==> config.mk <==
export PLATFORM = sky130hd
export DESIGN_NAME = nvmc_memory_controller
export DESIGN_NICKNAME = d
export VERILOG_FILES = /design/src/logic/nvmc_unused_placeholder_none.sv /design/src/logic/nvmc_pkg.sv /design/src/logic/nvmc_memory_controller.sv
export SDC_FILE = /design/constraint.sdc
export NUM_CORES = 1
export LEC_CHECK = 0
export ABC_AREA = 1
export BUFFER_PORTS_ARGS = -buffer_cell sky130_fd_sc_hd__clkbuf_2
export CORE_AREA = 2 2 128 130
export CTS_CLUSTER_SIZE = 24
export DETAILED_ROUTE_END_ITERATION = 7
export DIE_AREA = 0 0 130 132
export PLACE_DENSITY = 0.54
export SYNTH_ARGS = -nofsm -noshare
export SYNTH_HDL_FRONTEND = slang
export SYNTH_SLANG_ARGS = --single-unit
==> constraint.sdc <==
create_clock -name clk_sys -period 7.1 [get_ports clk_sys]
set_input_delay 1.42 -clock clk_sys [delete_from_list [all_inputs] [get_ports clk_sys]]
set_output_delay 1.42 -clock clk_sys [all_outputs]
set_load 0.005 [all_outputs]
==> src/logic/nvmc_unused_placeholder_none.sv <==
// Empty compilation unit kept intentionally minimal
`timescale 1ns/10ps
`default_nettype none
`default_nettype wire

==> src/logic/nvmc_pkg.sv <==
// Package: register map, field positions, command and mode codes of the memory controller
package nvmc_pkg;
    // ----------------------------------------
    // Register indices (byte address = 4 * index)
    // ----------------------------------------
    localparam logic [3:0] IDX_CMD = 4'h0;
    localparam logic [3:0] IDX_PROT = 4'h1;
    localparam logic [3:0] IDX_STAT = 4'h2;
    localparam logic [3:0] IDX_IEN = 4'h3;
    localparam logic [3:0] IDX_IFLAG = 4'h4;
    localparam logic [3:0] IDX_DATA_L = 4'h6;
    localparam logic [3:0] IDX_DATA_H = 4'h7;
    localparam logic [3:0] IDX_ADDR_L = 4'h8;
    localparam logic [3:0] IDX_ADDR_H = 4'h9;
    // ----------------------------------------
    // Field positions
    // ----------------------------------------
    localparam int BIT_APP_WP = 0;
    localparam int BIT_BOOT_LOCK = 1;
    localparam int BIT_FLASH_BUSY = 0;
    localparam int BIT_EE_BUSY = 1;
    localparam int BIT_WERR = 2;
    localparam int BIT_READY = 0;
    // ----------------------------------------
    // Reset values and counts
    // ----------------------------------------
    localparam logic [7:0] RST_BYTE = 8'h00;
    localparam logic [15:0] RST_WORD = 16'h0000;
    localparam logic [2:0] RST_CMD = 3'h0;
    localparam logic [2:0] UNLOCK_INSTR = 3'h4;
    localparam logic [2:0] CLEAR_CYCLES = 3'h7;
    localparam logic [7:0] READY_VECTOR = 8'h00;
    // ----------------------------------------
    // Commands, sleep modes, sequencer states
    // ----------------------------------------
    typedef enum logic [2:0] {
        CMD_NONE = 3'h0,
        CMD_PAGE_WRITE = 3'h1,
        CMD_PAGE_ERASE = 3'h2,
        CMD_ERASE_WRITE = 3'h3,
        CMD_BUF_CLEAR = 3'h4,
        CMD_FULL_ERASE = 3'h5,
        CMD_EE_ERASE = 3'h6,
        CMD_FUSE_PROG = 3'h7
    } nvmc_cmd_t;
    typedef enum logic [1:0] {
        SLP_IDLE = 2'h0,
        SLP_STANDBY = 2'h1,
        SLP_POWERDOWN = 2'h2
    } nvmc_sleep_t;
    typedef enum logic [1:0] {
        ST_IDLE,
        ST_CLEAR,
        ST_ARRAY
    } nvmc_st_t;
endpackage

==> src/logic/nvmc_memory_controller.sv <==
// Memory controller: command register, protection, status, ready interrupt and sleep control
`timescale 1ns/10ps
`default_nettype none
module nvmc_memory_controller
    import nvmc_pkg::*;
#(
    parameter logic [15:0] BOOT_END = 16'h1000,
    parameter logic [15:0] FLASH_BASE = 16'h8000,
    parameter logic [15:0] EE_BASE = 16'h1400,
    parameter logic [15:0] EE_END = 16'h1500
) (
    input wire logic clk_sys,
    input wire logic sys_rst,
    input wire logic psel,
    input wire logic penable,
    input wire logic pwrite,
    input wire logic [7:0] paddr,
    input wire logic [31:0] pwdata,
    output logic [31:0] prdata,
    output logic pready,
    output logic pslverr,
    input wire logic dbg_port_sel,
    input wire logic unlock_key,
    input wire logic instr_retire,
    input wire logic [15:0] fetch_addr,
    input wire logic [15:0] rd_addr,
    input wire logic [7:0] rd_data_raw,
    output logic [7:0] rd_data_q,
    input wire logic buf_load,
    input wire logic [15:0] buf_load_addr,
    input wire logic buf_mixed,
    input wire logic eeprom_preserve_fuse,
    input wire logic array_done,
    input wire logic sleep_req,
    input wire logic [1:0] sleep_mode,
    output logic cmd_start_q,
    output logic [2:0] cmd_code_q,
    output logic cmd_eeprom_q,
    output logic cmd_ee_incl_q,
    output logic [15:0] fuse_data_q,
    output logic [15:0] target_addr_q,
    output logic buf_clear_q,
    output logic cpu_halt_q,
    output logic irq_q,
    output logic wake_q,
    output logic ctrl_sleep_q,
    output logic keep_clock_q
);
    // ----------------------------------------
    // State
    // ----------------------------------------
    typedef struct packed {
        nvmc_st_t st;
        logic [2:0] cnt;
        logic [2:0] win;
        logic [2:0] cmd;
        logic lock_pend;
        logic lock_on;
        logic app_wp;
        logic werr;
        logic ee_busy;
        logic f_busy;
        logic ien;
        logic flag;
        logic [15:0] data;
        logic [15:0] addr;
        logic rdy;
        logic err;
        logic [7:0] rdat;
        logic start;
        logic [2:0] code;
        logic ee_tgt;
        logic ee_incl;
        logic clr;
        logic halt;
        logic irq;
        logic wake;
        logic slp;
        logic keep;
        logic slp_prev;
        logic [7:0] mdat;
    } nvmc_state_t;

    nvmc_state_t q;
    nvmc_state_t d;
    logic acc;
    logic done;
    logic wr;
    logic [3:0] idx;
    logic mapped;
    logic in_boot_fetch;
    logic busy;
    logic ee_hit;
    logic app_hit;
    logic [2:0] wcmd;
    logic ok_cmd;

    function automatic logic in_boot(input logic [15:0] a);
        in_boot = (a >= FLASH_BASE) && (a < FLASH_BASE + BOOT_END);
    endfunction

    assign acc = psel && penable;
    assign done = acc && q.rdy;
    assign wr = done && pwrite && !q.err;
    assign idx = paddr[5:2];
    assign mapped = (paddr[7:6] == 2'h0) && (paddr[1:0] == 2'h0) && (idx != 4'h5) && (idx <= IDX_ADDR_H);
    assign in_boot_fetch = in_boot(fetch_addr);
    assign busy = q.ee_busy || q.f_busy || (q.st != ST_IDLE);
    assign ee_hit = (q.addr >= EE_BASE) && (q.addr < EE_END);
    assign app_hit = (q.addr >= FLASH_BASE + BOOT_END);
    assign wcmd = pwdata[2:0];
    // Key opens a window; the fuse code also needs the debug port as master
    assign ok_cmd = (q.win != 3'h0) && (wcmd != CMD_FUSE_PROG || dbg_port_sel);

    always_comb begin
        d = q;
        d.start = 1'b0;
        d.clr = 1'b0;
        d.slp_prev = sleep_req;
        // ----------------------------------------
        // APB: one wait state so read data comes from a flop
        // ----------------------------------------
        d.rdy = acc && !q.rdy;
        d.err = acc && !q.rdy && !mapped;
        d.rdat = RST_BYTE;
        if (acc && !q.rdy && !pwrite) begin
            if (idx == IDX_CMD) begin
                d.rdat = {5'h00, q.cmd};
            end else if (idx == IDX_PROT) begin
                d.rdat[BIT_BOOT_LOCK] = q.lock_pend;
                d.rdat[BIT_APP_WP] = q.app_wp;
            end else if (idx == IDX_STAT) begin
                d.rdat[BIT_WERR] = q.werr;
                d.rdat[BIT_EE_BUSY] = q.ee_busy;
                d.rdat[BIT_FLASH_BUSY] = q.f_busy;
            end else if (idx == IDX_IEN) begin
                d.rdat[BIT_READY] = q.ien;
            end else if (idx == IDX_IFLAG) begin
                d.rdat[BIT_READY] = q.flag;
            end else if (idx == IDX_DATA_L) begin
                d.rdat = q.data[7:0];
            end else if (idx == IDX_DATA_H) begin
                d.rdat = q.data[15:8];
            end else if (idx == IDX_ADDR_L) begin
                d.rdat = q.addr[7:0];
            end else if (idx == IDX_ADDR_H) begin
                d.rdat = q.addr[15:8];
            end
        end
        // ----------------------------------------
        // Unlock window, counted in retired instructions
        // ----------------------------------------
        if (unlock_key) begin
            d.win = UNLOCK_INSTR;
        end else if (instr_retire && q.win != 3'h0) begin
            d.win = q.win - 3'h1;
        end
        // ----------------------------------------
        // Register writes
        // ----------------------------------------
        if (wr) begin
            if (idx == IDX_CMD) begin
                if (ok_cmd) begin
                    d.cmd = wcmd;
                    d.win = 3'h0;
                end
            end else if (idx == IDX_PROT) begin
                if (pwdata[BIT_BOOT_LOCK] && in_boot_fetch) begin
                    d.lock_pend = 1'b1;
                end
                if (pwdata[BIT_APP_WP]) begin
                    d.app_wp = 1'b1;
                end
            end else if (idx == IDX_IEN) begin
                d.ien = pwdata[BIT_READY];
            end else if (idx == IDX_DATA_L) begin
                d.data[7:0] = pwdata[7:0];
            end else if (idx == IDX_DATA_H) begin
                d.data[15:8] = pwdata[7:0];
            end else if (idx == IDX_ADDR_L) begin
                d.addr[7:0] = pwdata[7:0];
            end else if (idx == IDX_ADDR_H) begin
                d.addr[15:8] = pwdata[7:0];
            end
        end
        // Buffer loads overwrite an IDX_ADDR_L or IDX_ADDR_H register write in the same cycle
        if (buf_load) begin
            d.addr = buf_load_addr;
        end
        // Lock arms only once execution is outside the boot section
        if (q.lock_pend && !in_boot_fetch) begin
            d.lock_on = 1'b1;
        end
        // ----------------------------------------
        // Command sequencer
        // ----------------------------------------
        if (array_done) begin
            d.ee_busy = 1'b0;
            d.f_busy = 1'b0;
        end
        case (q.st)
            ST_IDLE: begin
                // Commands arriving while busy are dropped, not queued
                if (wr && idx == IDX_CMD && ok_cmd && !busy) begin
                    d.code = wcmd;
                    d.ee_tgt = 1'b0;
                    d.ee_incl = 1'b0;
                    case (wcmd)
                        CMD_PAGE_WRITE, CMD_PAGE_ERASE, CMD_ERASE_WRITE: begin
                            if (buf_mixed || (!ee_hit && app_hit && q.app_wp)) begin
                                d.werr = 1'b1;
                            end else begin
                                d.werr = 1'b0;
                                d.start = 1'b1;
                                d.ee_tgt = ee_hit;
                                d.ee_busy = ee_hit;
                                d.f_busy = !ee_hit;
                                d.st = ST_ARRAY;
                            end
                        end
                        CMD_BUF_CLEAR: begin
                            d.werr = 1'b0;
                            d.clr = 1'b1;
                            d.cnt = CLEAR_CYCLES;
                            d.st = ST_CLEAR;
                        end
                        CMD_FULL_ERASE: begin
                            // Protection bits do not guard a full erase
                            d.werr = 1'b0;
                            d.start = 1'b1;
                            d.ee_incl = !eeprom_preserve_fuse;
                            d.ee_busy = !eeprom_preserve_fuse;
                            d.f_busy = 1'b1;
                            d.st = ST_ARRAY;
                        end
                        CMD_EE_ERASE: begin
                            d.werr = 1'b0;
                            d.start = 1'b1;
                            d.ee_tgt = 1'b1;
                            d.ee_incl = 1'b1;
                            d.ee_busy = 1'b1;
                            d.st = ST_ARRAY;
                        end
                        CMD_FUSE_PROG: begin
                            d.werr = 1'b0;
                            d.start = 1'b1;
                            d.f_busy = 1'b1;
                            d.st = ST_ARRAY;
                        end
                        default: begin
                            d.werr = q.werr;
                        end
                    endcase
                end
            end
            ST_CLEAR: begin
                d.cnt = q.cnt - 3'h1;
                if (q.cnt == 3'h1) begin
                    d.st = ST_IDLE;
                end
            end
            ST_ARRAY: begin
                if (array_done) begin
                    d.st = ST_IDLE;
                end
            end
            default: begin
                d.st = ST_IDLE;
            end
        endcase
        // EEPROM erase halts the core like a flash operation
        d.halt = (d.st == ST_CLEAR) || d.f_busy || (d.ee_busy && d.code == CMD_EE_ERASE);
        // ----------------------------------------
        // Ready flag and interrupt
        // ----------------------------------------
        d.flag = q.flag;
        if (wr && idx == IDX_IFLAG && pwdata[BIT_READY]) begin
            d.flag = 1'b0;
        end
        if (!q.ee_busy) begin
            d.flag = 1'b1;
        end
        // Level request; software must mask it once serviced
        d.irq = q.ien && q.flag;
        // ----------------------------------------
        // Sleep and wake
        // ----------------------------------------
        d.slp = sleep_req && !busy;
        d.keep = sleep_req && busy;
        d.wake = sleep_req && q.irq && (sleep_mode == SLP_IDLE);
        if (q.slp_prev && !sleep_req) begin
            d.clr = 1'b1;
        end
        // ----------------------------------------
        // Boot section read masking
        // ----------------------------------------
        d.mdat = (q.lock_on && in_boot(rd_addr)) ? RST_BYTE : rd_data_raw;
    end

    always_ff @(posedge clk_sys or posedge sys_rst) begin
        if (sys_rst) begin
            q <= '{st: ST_IDLE, cnt: RST_CMD, win: RST_CMD, cmd: RST_CMD, data: RST_WORD,
                   addr: RST_WORD, rdat: RST_BYTE, code: RST_CMD, mdat: RST_BYTE, default: 1'b0};
        end else begin
            q <= d;
        end
    end

    assign prdata = {24'h000000, q.rdat};
    assign pready = q.rdy;
    assign pslverr = q.err;
    assign rd_data_q = q.mdat;
    assign cmd_start_q = q.start;
    assign cmd_code_q = q.code;
    assign cmd_eeprom_q = q.ee_tgt;
    assign cmd_ee_incl_q = q.ee_incl;
    assign fuse_data_q = q.data;
    assign target_addr_q = q.addr;
    assign buf_clear_q = q.clr;
    assign cpu_halt_q = q.halt;
    assign irq_q = q.irq;
    assign wake_q = q.wake;
    assign ctrl_sleep_q = q.slp;
    assign keep_clock_q = q.keep;
endmodule
`default_nettype wire

==> impl_metrics.py, run 1 <==
metrics = {
    "pwr": {
        "leakagePower_nw": 2.767,
        "seq_power_share_pct": 42.5,
        "p_sw_share_pct": 24.48,
        "combinationalPowerShare_pct": 12.1,
        "p_per_area_nw_per_um2": 232.2,
        "ir_drop_mv": 0.09669,
        "fin_total_pwr_w": 0.001211,
        "p_sw_w": 0.0002965,
        "internal_power_w": 0.0009148,
        "clkPwrFrac_pct": 45.4,
    },
    "final_layout": {
        "finalInstanceArea_sq_um": 5216,
        "mostFrequentLayoutCells": "clkbuf_2 (124), nand2_1 (116), dfrtp_1 (82)",
        "area_growth_pct": 16.55,
        "num_antenna_cells": 0,
        "drive_above_1_share_pct": 26.02,
        "num-nets-final": 748,
        "nFillCells": 1704,
        "final_common_cell": "clkbuf_2",
    },
    "yosys": {
        "yosys_warnings": 0,
        "synth-simple-area-share_pct": 20.52,
        "yosysSeqAreaShare_pct": 45.85,
        "synth_top_cell_by_area": "dfrtp_1",
        "synth_area_leaders": "dfrtp_1 (46%), buf_4 (13%), nand2_1 (9.7%), inv_1 (5.6%), o21ai_0 (5.4%)",
        "netlist.area_leader.share_pct": 45.85,
        "syn_inst": 556,
        "synth_top_family_by_area": "simple AND/OR/NAND/NOR gates",
        "synth_cell_type_count": 37,
        "synth_xor_area_share_pct": 0,
        "muxShareOfSynthArea_pct": 0,
        "synth-seq-cells": 82,
        "synth_compound_area_share_pct": 12.92,
        "avgSynthCellArea_sq_um": 8.050,
        "synth_adder_area_share_pct": 1.118,
        "synthesis.area_sq_um": 4476,
    },
    "clock_network": {
        "clkSlewWorstSetupHoldPaths_ps": 60,
        "cts_tree": "done",
        "clockBufferDepth": 2,
        "worstSkewPairLatency_ps": 330,
        "clkSinkCount": 82,
        "htree_levels": 3,
        "numCtsBuffers": 9,
        "root_buffer": "clkbuf_16",
        "post_cts_buffers": 0,
        "cts_resized": 0,
        "postCtsHoldBufs": 0,
    },
    "global_route": {
        "grt-ovfl-total": 0,
        "grt_use_met2_pct": 20.48,
        "top_usage_layer": "met2",
        "grt_pass1_wl_mm": 17.83,
        "met1_usage_pct": 18.20,
        "met3_usage_pct": 3.856,
        "grt_usage_pct": 13.43,
        "grt_pass1_vias": 3433,
        "grt_max_degree": 49,
        "antenna_found_initial": 0,
    },
    "routing": {
        "vias": 3553,
        "antenna_left": 0,
        "drc": 0,
        "avgRoutedWirePerCell_um": 13.12,
        "dr.pass1.iters": 4,
        "via_per_inst": 4.160,
        "postRouteWirelength_mm": 11.21,
        "drt_iter0_markers": 255,
    },
    "run_status": {
        "outcome": "complete, no violations",
    },
    "timing": {
        "rsz0062_at_grt": "false",
        "setup_viol_count_final": 0,
        "hold_violations": 0,
        "report.final.slew_viol_count": 0,
        "worst_pin_slew_ps": 687.1,
        "post-route-period-util_pct": 36.59,
        "relSlewSlack_pct": 54.05,
        "max_freq_mhz": 384.9,
        "clock-skew-final_ps": 6.800,
        "min_period_ps": 2598,
        "fin_tns_setup_ps": 0,
    },
    "floorplanning": {
        "die_h_um": 132,
        "row_count": 46,
        "core_area_sq_um": 15710,
        "ioPinCount": 197,
        "dieArea_sq_um": 17160,
        "die_width_um": 130,
        "start_util_pct": 28.48,
    },
    "placement": {
        "place_congestion": 0.8767,
        "io_buffers": 124,
        "dpl.hpwl_mm": 8.709,
        "post_dp_cell_area_sq_um": 4862,
    },
    "run": {
        "drv_cap": 0,
    },
    "worst_setup_path": {
        "crit_type": "in2reg",
        "arrival_ps": 2860,
        "cp.required_ps": 7360,
        "worstSetupStartpointType": "input pin",
        "end_kind": "flop",
        "path_max_fanout": 16,
    },
    "min_path": {
        "worstHoldPathType": "reg2reg",
    },
}
## cells in the mapped netlist
library cell and n:
nand2_4 1, nor3_1 3, buf_4 76, a21oi_2 2, o21ai_0 48, or2_2 1
a2111oi_0 1, buf_2 2, o21ai_1 1, dfrtp_1 82, nand4_1 6, nand3_2 2
o22ai_1 1, nor3_2 1, conb_1 1, o31ai_1 2, inv_1 67, nor2_2 7
nand4_2 1, a31oi_1 2, nand2_1 116, buf_6 1, a31oi_2 1, a211oi_1 1
o211ai_1 6, o21bai_4 1, nor2_1 52, ha_1 4, nand3_1 18, clkbuf_1 4
inv_2 4, nor2_4 2, nor4_1 3, o21bai_1 1, o21ai_2 1, a21oi_1 33
a22oi_1 1
## worst paths after layout
kind                           from           endpoint  slack [ps]  depth (start not counted)
min in group asynchronous   sys_rst  target_addr_q[15]        1120                          2
max reg2reg                   q[74]              q[77]        5190                         11
max in group asynchronous   sys_rst       rd_data_q[2]        4940                          3
min                            q[8]        buf_clear_q         450                          2
min reg2reg                    q[8]        buf_clear_q         450                          2
max                        paddr[3]  target_addr_q[14]        4500                          8
## power groups by stage
stage	sequential (W)	combinational [W]	clock, W
4_1_cts	0.000515	0.000149	0.000564
6_report	0.000515	0.000146	0.000550
3_5_place_dp	0.000523	0.000148	0
2_1_floorplan	0.000518	0.000118	0
3_3_place_gp	0.000522	0.000147	0
5_1_grt	0.000518	0.000170	0.000585
## registers in the layout, indices dropped and copies added (netlist names), 3 cells and up
signal / flops
prdata: 8
q: 20
target_addr_q: 16
fuse_data_q: 16
rd_data_q: 8
cmd_code_q: 3
## worst max-delay path, cell delays in order
cell      delay (ps)
clkbuf_2         140
inv_1            180
nand2_1          100
nor2_1           210
inv_1            190
o21bai_4         400
nor2_1            70
a21oi_1          130
## final cells by class
type                       count  area [sq um]  share of cell area (%)
clock inverter                 4         97.59                   1.871
timing repair buffer         126         635.6                   12.19
multi-input combinational    343          1637                   31.37
sequential                    82          2052                   39.34
inverter                      71         267.8                   5.133
clock buffer                  12         256.5                   4.917
tap                          216         270.3                   5.181
## per-layer routing
metal  part of all wire (%)  vias to the layer above
li1                       -                     1831
met1                     47                     1617
met2                     45                       94
met3                    6.0                       11
met4                    1.5                        0
met5                      0                        -
## logic make-up (layout without fill, tap and decap cells)
group | count (synthesis) | after routing
DFF | 82 | 82
adders and majority gates | 4 | 4
buffers and inverters | 154 | 213
and+or+nand+nor | 213 | 213
AOI/OAI and AO/OA | 102 | 102
other | 1 | 24
## metrics by stage
step                util (%)  hold WS (ps)  std cells  setup slack (ps)
floorplan                  -         426.5        579              3572
global placement       30.94         435.6        838              4174
detailed placement     30.94         443.5        838              4182
CTS                    33.20         457.9        854              4534
global route           33.20         492.1        854              4325
finish                 33.20         454.8        854              4502
(Power assumes the default switching activity.)
==> run 2: changes to the inputs <==
==> constraint.sdc (replaced) <==
create_clock -name clk_sys -period 2.4 [get_ports clk_sys]
set_input_delay 0.48 -clock clk_sys [delete_from_list [all_inputs] [get_ports clk_sys]]
set_output_delay 0.48 -clock clk_sys [all_outputs]
set_load 0.005 [all_outputs]
==> impl_metrics.py, run 2 (same netlist as run 1, synthesis figures left out) <==
metrics = {
    "worst_setup_path": {
        "slowest_stage": "dfrtp_1",
        "reg2reg_slack_ps": 470,
        "cpMostUsedCell": "nand3_1",
        "reg2reg_depth": 11,
        "worstPathCellList": "inv_1 > ha_1 > ha_1 > inv_1 > nand3_1 > nor2_2 > nand3_1 > nor2_1 > nor2_1 > nand2_1 > nand3_1",
        "worstSetupStartpointType": "flop",
        "rr_endpoint": "q[77]",
        "cp.depth": 11,
        "path_max_fanout": 7,
        "end_kind": "flop",
        "path_buf_inv": 2,
        "arrival_ps": 2150,
        "r2r_start": "q[74]",
        "crit_path_end": "q[77]",
        "startpoint": "q[74]",
        "crit_type": "reg2reg",
        "cp.required_ps": 2620,
        "max_stage_delay_ps": 370,
        "crit_family": "simple AND/OR/NAND/NOR gates",
    },
    "global_route": {
        "grt_max_degree": 48,
        "grt-ovfl-total": 0,
        "grt_pass1_wl_mm": 17.69,
        "grt_usage_pct": 13.26,
        "grt_pass1_vias": 3345,
        "antenna_found_initial": 0,
    },
    "routing": {
        "antenna_left": 0,
        "avgRoutedWirePerCell_um": 13.08,
        "via_per_inst": 4.166,
        "postRouteWirelength_mm": 11.24,
        "vias": 3579,
        "dr.pass1.iters": 4,
        "drt_iter0_markers": 244,
        "drc": 0,
    },
    "timing": {
        "relSlewSlack_pct": 63.35,
        "clock-skew-final_ps": 3.934,
        "rsz0062_at_grt": "false",
        "min_period_ps": 1932,
        "max_freq_mhz": 517.5,
        "post-route-period-util_pct": 80.52,
        "fin_tns_setup_ps": 0,
        "report.final.slew_viol_count": 0,
        "hold_violations": 0,
        "worst_pin_slew_ps": 548.6,
        "setup_viol_count_final": 0,
    },
    "final_layout": {
        "drive_above_1_share_pct": 26.75,
        "largest_register_ffs": 20,
        "mostFrequentLayoutCells": "clkbuf_2 (124), nand2_1 (116), dfrtp_1 (82)",
        "area_growth_pct": 17.70,
        "multi_input_area_sq_um": 1637,
        "finalInstanceArea_sq_um": 5268,
        "nFillCells": 1688,
        "num-nets-final": 753,
        "regMostFlops": "q",
        "final-seq-area_sq_um": 2052,
        "final_common_cell": "clkbuf_2",
        "instances_no_fill": 859,
        "num_antenna_cells": 0,
        "final_core_util_pct": 33.52,
    },
    "clock_network": {
        "clkSinkCount": 82,
        "numCtsBuffers": 9,
        "htree_levels": 3,
        "postCtsHoldBufs": 0,
        "post_cts_buffers": 0,
        "clockBufferDepth": 2,
        "worstSkewPairLatency_ps": 330,
        "root_buffer": "clkbuf_16",
        "cts_resized": 0,
        "cts_tree": "done",
        "clkSlewWorstSetupHoldPaths_ps": 60,
    },
    "run": {
        "drv_cap": 0,
    },
    "run_status": {
        "outcome": "complete, no violations",
    },
    "floorplanning": {
        "core_area_sq_um": 15710,
        "die_width_um": 130,
        "row_count": 46,
        "ioPinCount": 197,
        "die_h_um": 132,
        "start_util_pct": 28.48,
        "dieArea_sq_um": 17160,
    },
    "min_path": {
        "worstHoldPathType": "in2async",
    },
    "placement": {
        "dp_cells": 843,
        "place_congestion": 0.8476,
        "io_buffers": 124,
        "dpl.hpwl_mm": 8.827,
        "post_dp_cell_area_sq_um": 4915,
    },
    "pwr": {
        "fin_total_pwr_w": 0.003581,
        "leakagePower_nw": 2.787,
        "ir_drop_mv": 0.2845,
        "p_per_area_nw_per_um2": 679.8,
    },
}
run 2: cell type report:
class                      instances  share of cell area [%]
inverter                          71                   5.131
clock buffer                      10                   4.537
timing repair buffer             131                   13.02
tap                              216                   5.131
clock inverter                     6                   2.162
multi-input combinational        343                   31.07
sequential                        82                   38.95
run 2: how the worst min path moves through the flow:
stage	slack (ps)	endpoint	cells past startpoint	from
6_report	180	target_addr_q[3]	2	sys_rst
2_1_floorplan	430	buf_clear_q	2	q[8]
5_1_grt	210	target_addr_q[3]	2	sys_rst
3_5_place_dp	450	buf_clear_q	2	q[8]
3_3_place_gp	440	buf_clear_q	2	q[8]
4_1_cts	180	target_addr_q[3]	2	sys_rst
run 2: layer usage:
layer | vias to the layer above | wire, um | share of wire [%] | GRT usage (%)
met5 | - | 0 | 0 | 0
met4 | 0 | 223 | 2.0 | 4.958
met3 | 13 | 600 | 5.3 | 2.597
met2 | 99 | 5037 | 45 | 20.07
met1 | 1631 | 5373 | 48 | 18.68
li1 | 1836 | - | - | -
run 2: per-stage QoR:
step / hold slack (ps) / setup WS, ps
after floorplan: 426.5 / 748.5
after global placement: 440.5 / 433.2
after detailed placement: 447.0 / 413.4
after CTS: 184.3 / 451.2
after global routing: 214.7 / 211.7
final: 179.3 / 467.6
run 2: power breakdown:
group,switching [W],internal [W]
Combinational,0.000270,0.000174
Clock,0.000567,0.00105
Sequential,0.0000578,0.00147
==> run 3: changes to the inputs <==
--- a/config.mk
+++ b/config.mk
@@ -11,7 +11,7 @@
 export CTS_CLUSTER_SIZE = 24
 export DETAILED_ROUTE_END_ITERATION = 7
 export DIE_AREA = 0 0 130 132
-export PLACE_DENSITY = 0.54
+export PLACE_DENSITY = 0.56
 export SYNTH_ARGS = -nofsm -noshare
 export SYNTH_HDL_FRONTEND = slang
 export SYNTH_SLANG_ARGS = --single-unit
==> constraint.sdc (replaced) <==
create_clock -name clk_sys -period 1.7 [get_ports clk_sys]
set_input_delay 0.34 -clock clk_sys [delete_from_list [all_inputs] [get_ports clk_sys]]
set_output_delay 0.34 -clock clk_sys [all_outputs]
set_load 0.005 [all_outputs]
==> impl_metrics.py, run 3 (same netlist as run 1, synthesis figures left out) <==
metrics = {
    "worst_setup_path": {
        "path_buf_inv": 4,
        "slowest_stage": "dfrtp_1",
        "path_max_fanout": 6,
        "worstSetupStartpointType": "flop",
        "end_kind": "flop",
        "max_stage_delay_ps": 340,
        "crit_type": "reg2reg",
        "cp.required_ps": 1940,
        "arrival_ps": 1920,
        "worstPathCellList": "inv_1 > ha_2 > ha_4 > buf_6 > nor2_4 > nand4_4 > nand2_2 > nand2_2 > buf_4 > buf_4",
        "crit_family": "simple AND/OR/NAND/NOR gates",
    },
    "global_route": {
        "grt_pass1_wl_mm": 18.69,
        "grt_max_degree": 39,
        "antenna_found_initial": 0,
        "met3_usage_pct": 4.789,
        "met1_usage_pct": 18.92,
        "grt_use_met2_pct": 20.80,
        "grt-ovfl-total": 0,
        "top_usage_layer": "met2",
        "grt_pass1_vias": 3615,
        "grt_usage_pct": 14.06,
    },
    "clock_network": {
        "worstSkewPairLatency_ps": 350,
        "htree_levels": 3,
        "cts_tree": "done",
        "root_buffer": "clkbuf_16",
        "clkSlewWorstSetupHoldPaths_ps": 60,
        "clkSinkCount": 82,
        "clockBufferDepth": 2,
        "numCtsBuffers": 9,
    },
    "routing": {
        "antenna_left": 0,
        "drc": 0,
        "dr.pass1.iters": 5,
        "vias": 3711,
        "drt_iter0_markers": 186,
        "postRouteWirelength_mm": 11.58,
        "via_per_inst": 4.165,
        "avgRoutedWirePerCell_um": 13.00,
    },
    "placement": {
        "io_buffers": 124,
        "dpl.hpwl_mm": 9.210,
        "post_dp_cell_area_sq_um": 5170,
        "place_congestion": 0.8583,
        "dp_slack_ps": -102.8,
    },
    "floorplanning": {
        "row_count": 46,
        "die_h_um": 132,
        "die_width_um": 130,
        "core_area_sq_um": 15710,
        "ioPinCount": 197,
        "dieArea_sq_um": 17160,
        "start_util_pct": 28.48,
    },
    "pwr": {
        "p_per_area_nw_per_um2": 858.1,
        "ir_drop_mv": 0.3505,
        "fin_total_pwr_w": 0.004799,
        "leakagePower_nw": 2.942,
    },
    "timing": {
        "post-route-period-util_pct": 98.91,
        "setup_ws_ps": 18.57,
        "setup_viol_count_final": 0,
        "rsz0062_at_grt": "true",
        "clock-skew-final_ps": 7.698,
        "min_period_ps": 1681,
        "hold_violations": 0,
        "fin_tns_setup_ps": 0,
        "max_freq_mhz": 594.7,
        "report.final.slew_viol_count": 0,
    },
    "final_layout": {
        "num_antenna_cells": 0,
        "nFillCells": 1669,
        "final_common_cell": "clkbuf_2",
        "area_growth_pct": 24.96,
        "num-nets-final": 786,
        "largest_register_ffs": 20,
        "mostFrequentLayoutCells": "clkbuf_2 (124), nand2_1 (110), dfrtp_1 (82)",
        "multi_input_area_sq_um": 1733,
        "regMostFlops": "q",
        "finalInstanceArea_sq_um": 5593,
        "drive_above_1_share_pct": 32.30,
        "final-seq-area_sq_um": 2052,
    },
    "run_status": {
        "outcome": "complete, no violations",
    },
    "min_path": {
        "worstHoldPathType": "in2reg",
    },
    "run": {
        "drv_cap": 0,
    },
}
[run 3: cell count changes in the layout (fill, tap and decap cells not counted), sizes merged]
| cell | previous run | this run |
|---|---|---|
| buf | 7 | 39 |
| bufinv | 3 | 1 |
| clkbuf | 134 | 136 |
| clkinv | 1 | 2 |
| clkinvlp | 3 | 1 |
| dlygate4sd3 | 0 | 1 |
[run 3: power by group]
part	internal, W	leakage, nW	total (W)	switching (W)
Clock	0.00117	0.142	0.00193	0.000769
Combinational	0.000307	1.74	0.000715	0.000408
Sequential	0.00207	1.06	0.00215	0.0000810
Total	0.00354	2.94	0.00480	0.00126
[run 3: metal layers]
layer	share of wire, %	wire (um)
met1	45	5249
met2	45	5163
met3	8.7	1006
met4	1.4	162
met5	0	0
[run 3: final timing paths]
kind / start / end / slack, ps / cells past startpoint
max: q[75] / cmd_code_q[1] / 20 / 10
min: sleep_req / q[8] / 140 / 1
max reg2reg: q[75] / cmd_code_q[1] / 20 / 10
min reg2reg: q[8] / buf_clear_q / 470 / 2
max in group asynchronous: sys_rst / q[77] / 710 / 4
min in group asynchronous: sys_rst / rd_data_q[2] / 500 / 3
[run 3: final cells by class]
type                       instances  area share (%)
multi-input combinational        343           30.98
inverter                          71           4.832
tap                              216           4.832
clock buffer                      12           4.407
clock inverter                     3          0.7159
sequential                        82           36.69
timing repair buffer             164           17.54
[run 3: metrics by stage]
step           hold WS, ps  util (%)  std cells
2_1_floorplan        371.4         -        579
3_3_place_gp         310.0     32.90        872
3_5_place_dp         313.7     32.90        872
4_1_cts              124.9     35.10        888
5_1_grt              135.5     35.59        891
6_report             137.9     35.59        891
[run 3: what timing repair did]
item,in CTS,in global routing
hold buffers,1,0
resized for setup,10,21
setup buffers,0,3
endpoints found under the hold margin,9,0
pin swaps,6,16
endpoints found under the setup margin,5,17
[run 3: worst register-to-register path, cell delays in order (launching register included)]
cell and delay, ps:
dfrtp_1 340, inv_1 50, ha_2 190, ha_4 170
buf_6 110, nor2_4 150, nand4_4 160, nand2_2 110
nand2_2 50, buf_4 120, buf_4 120
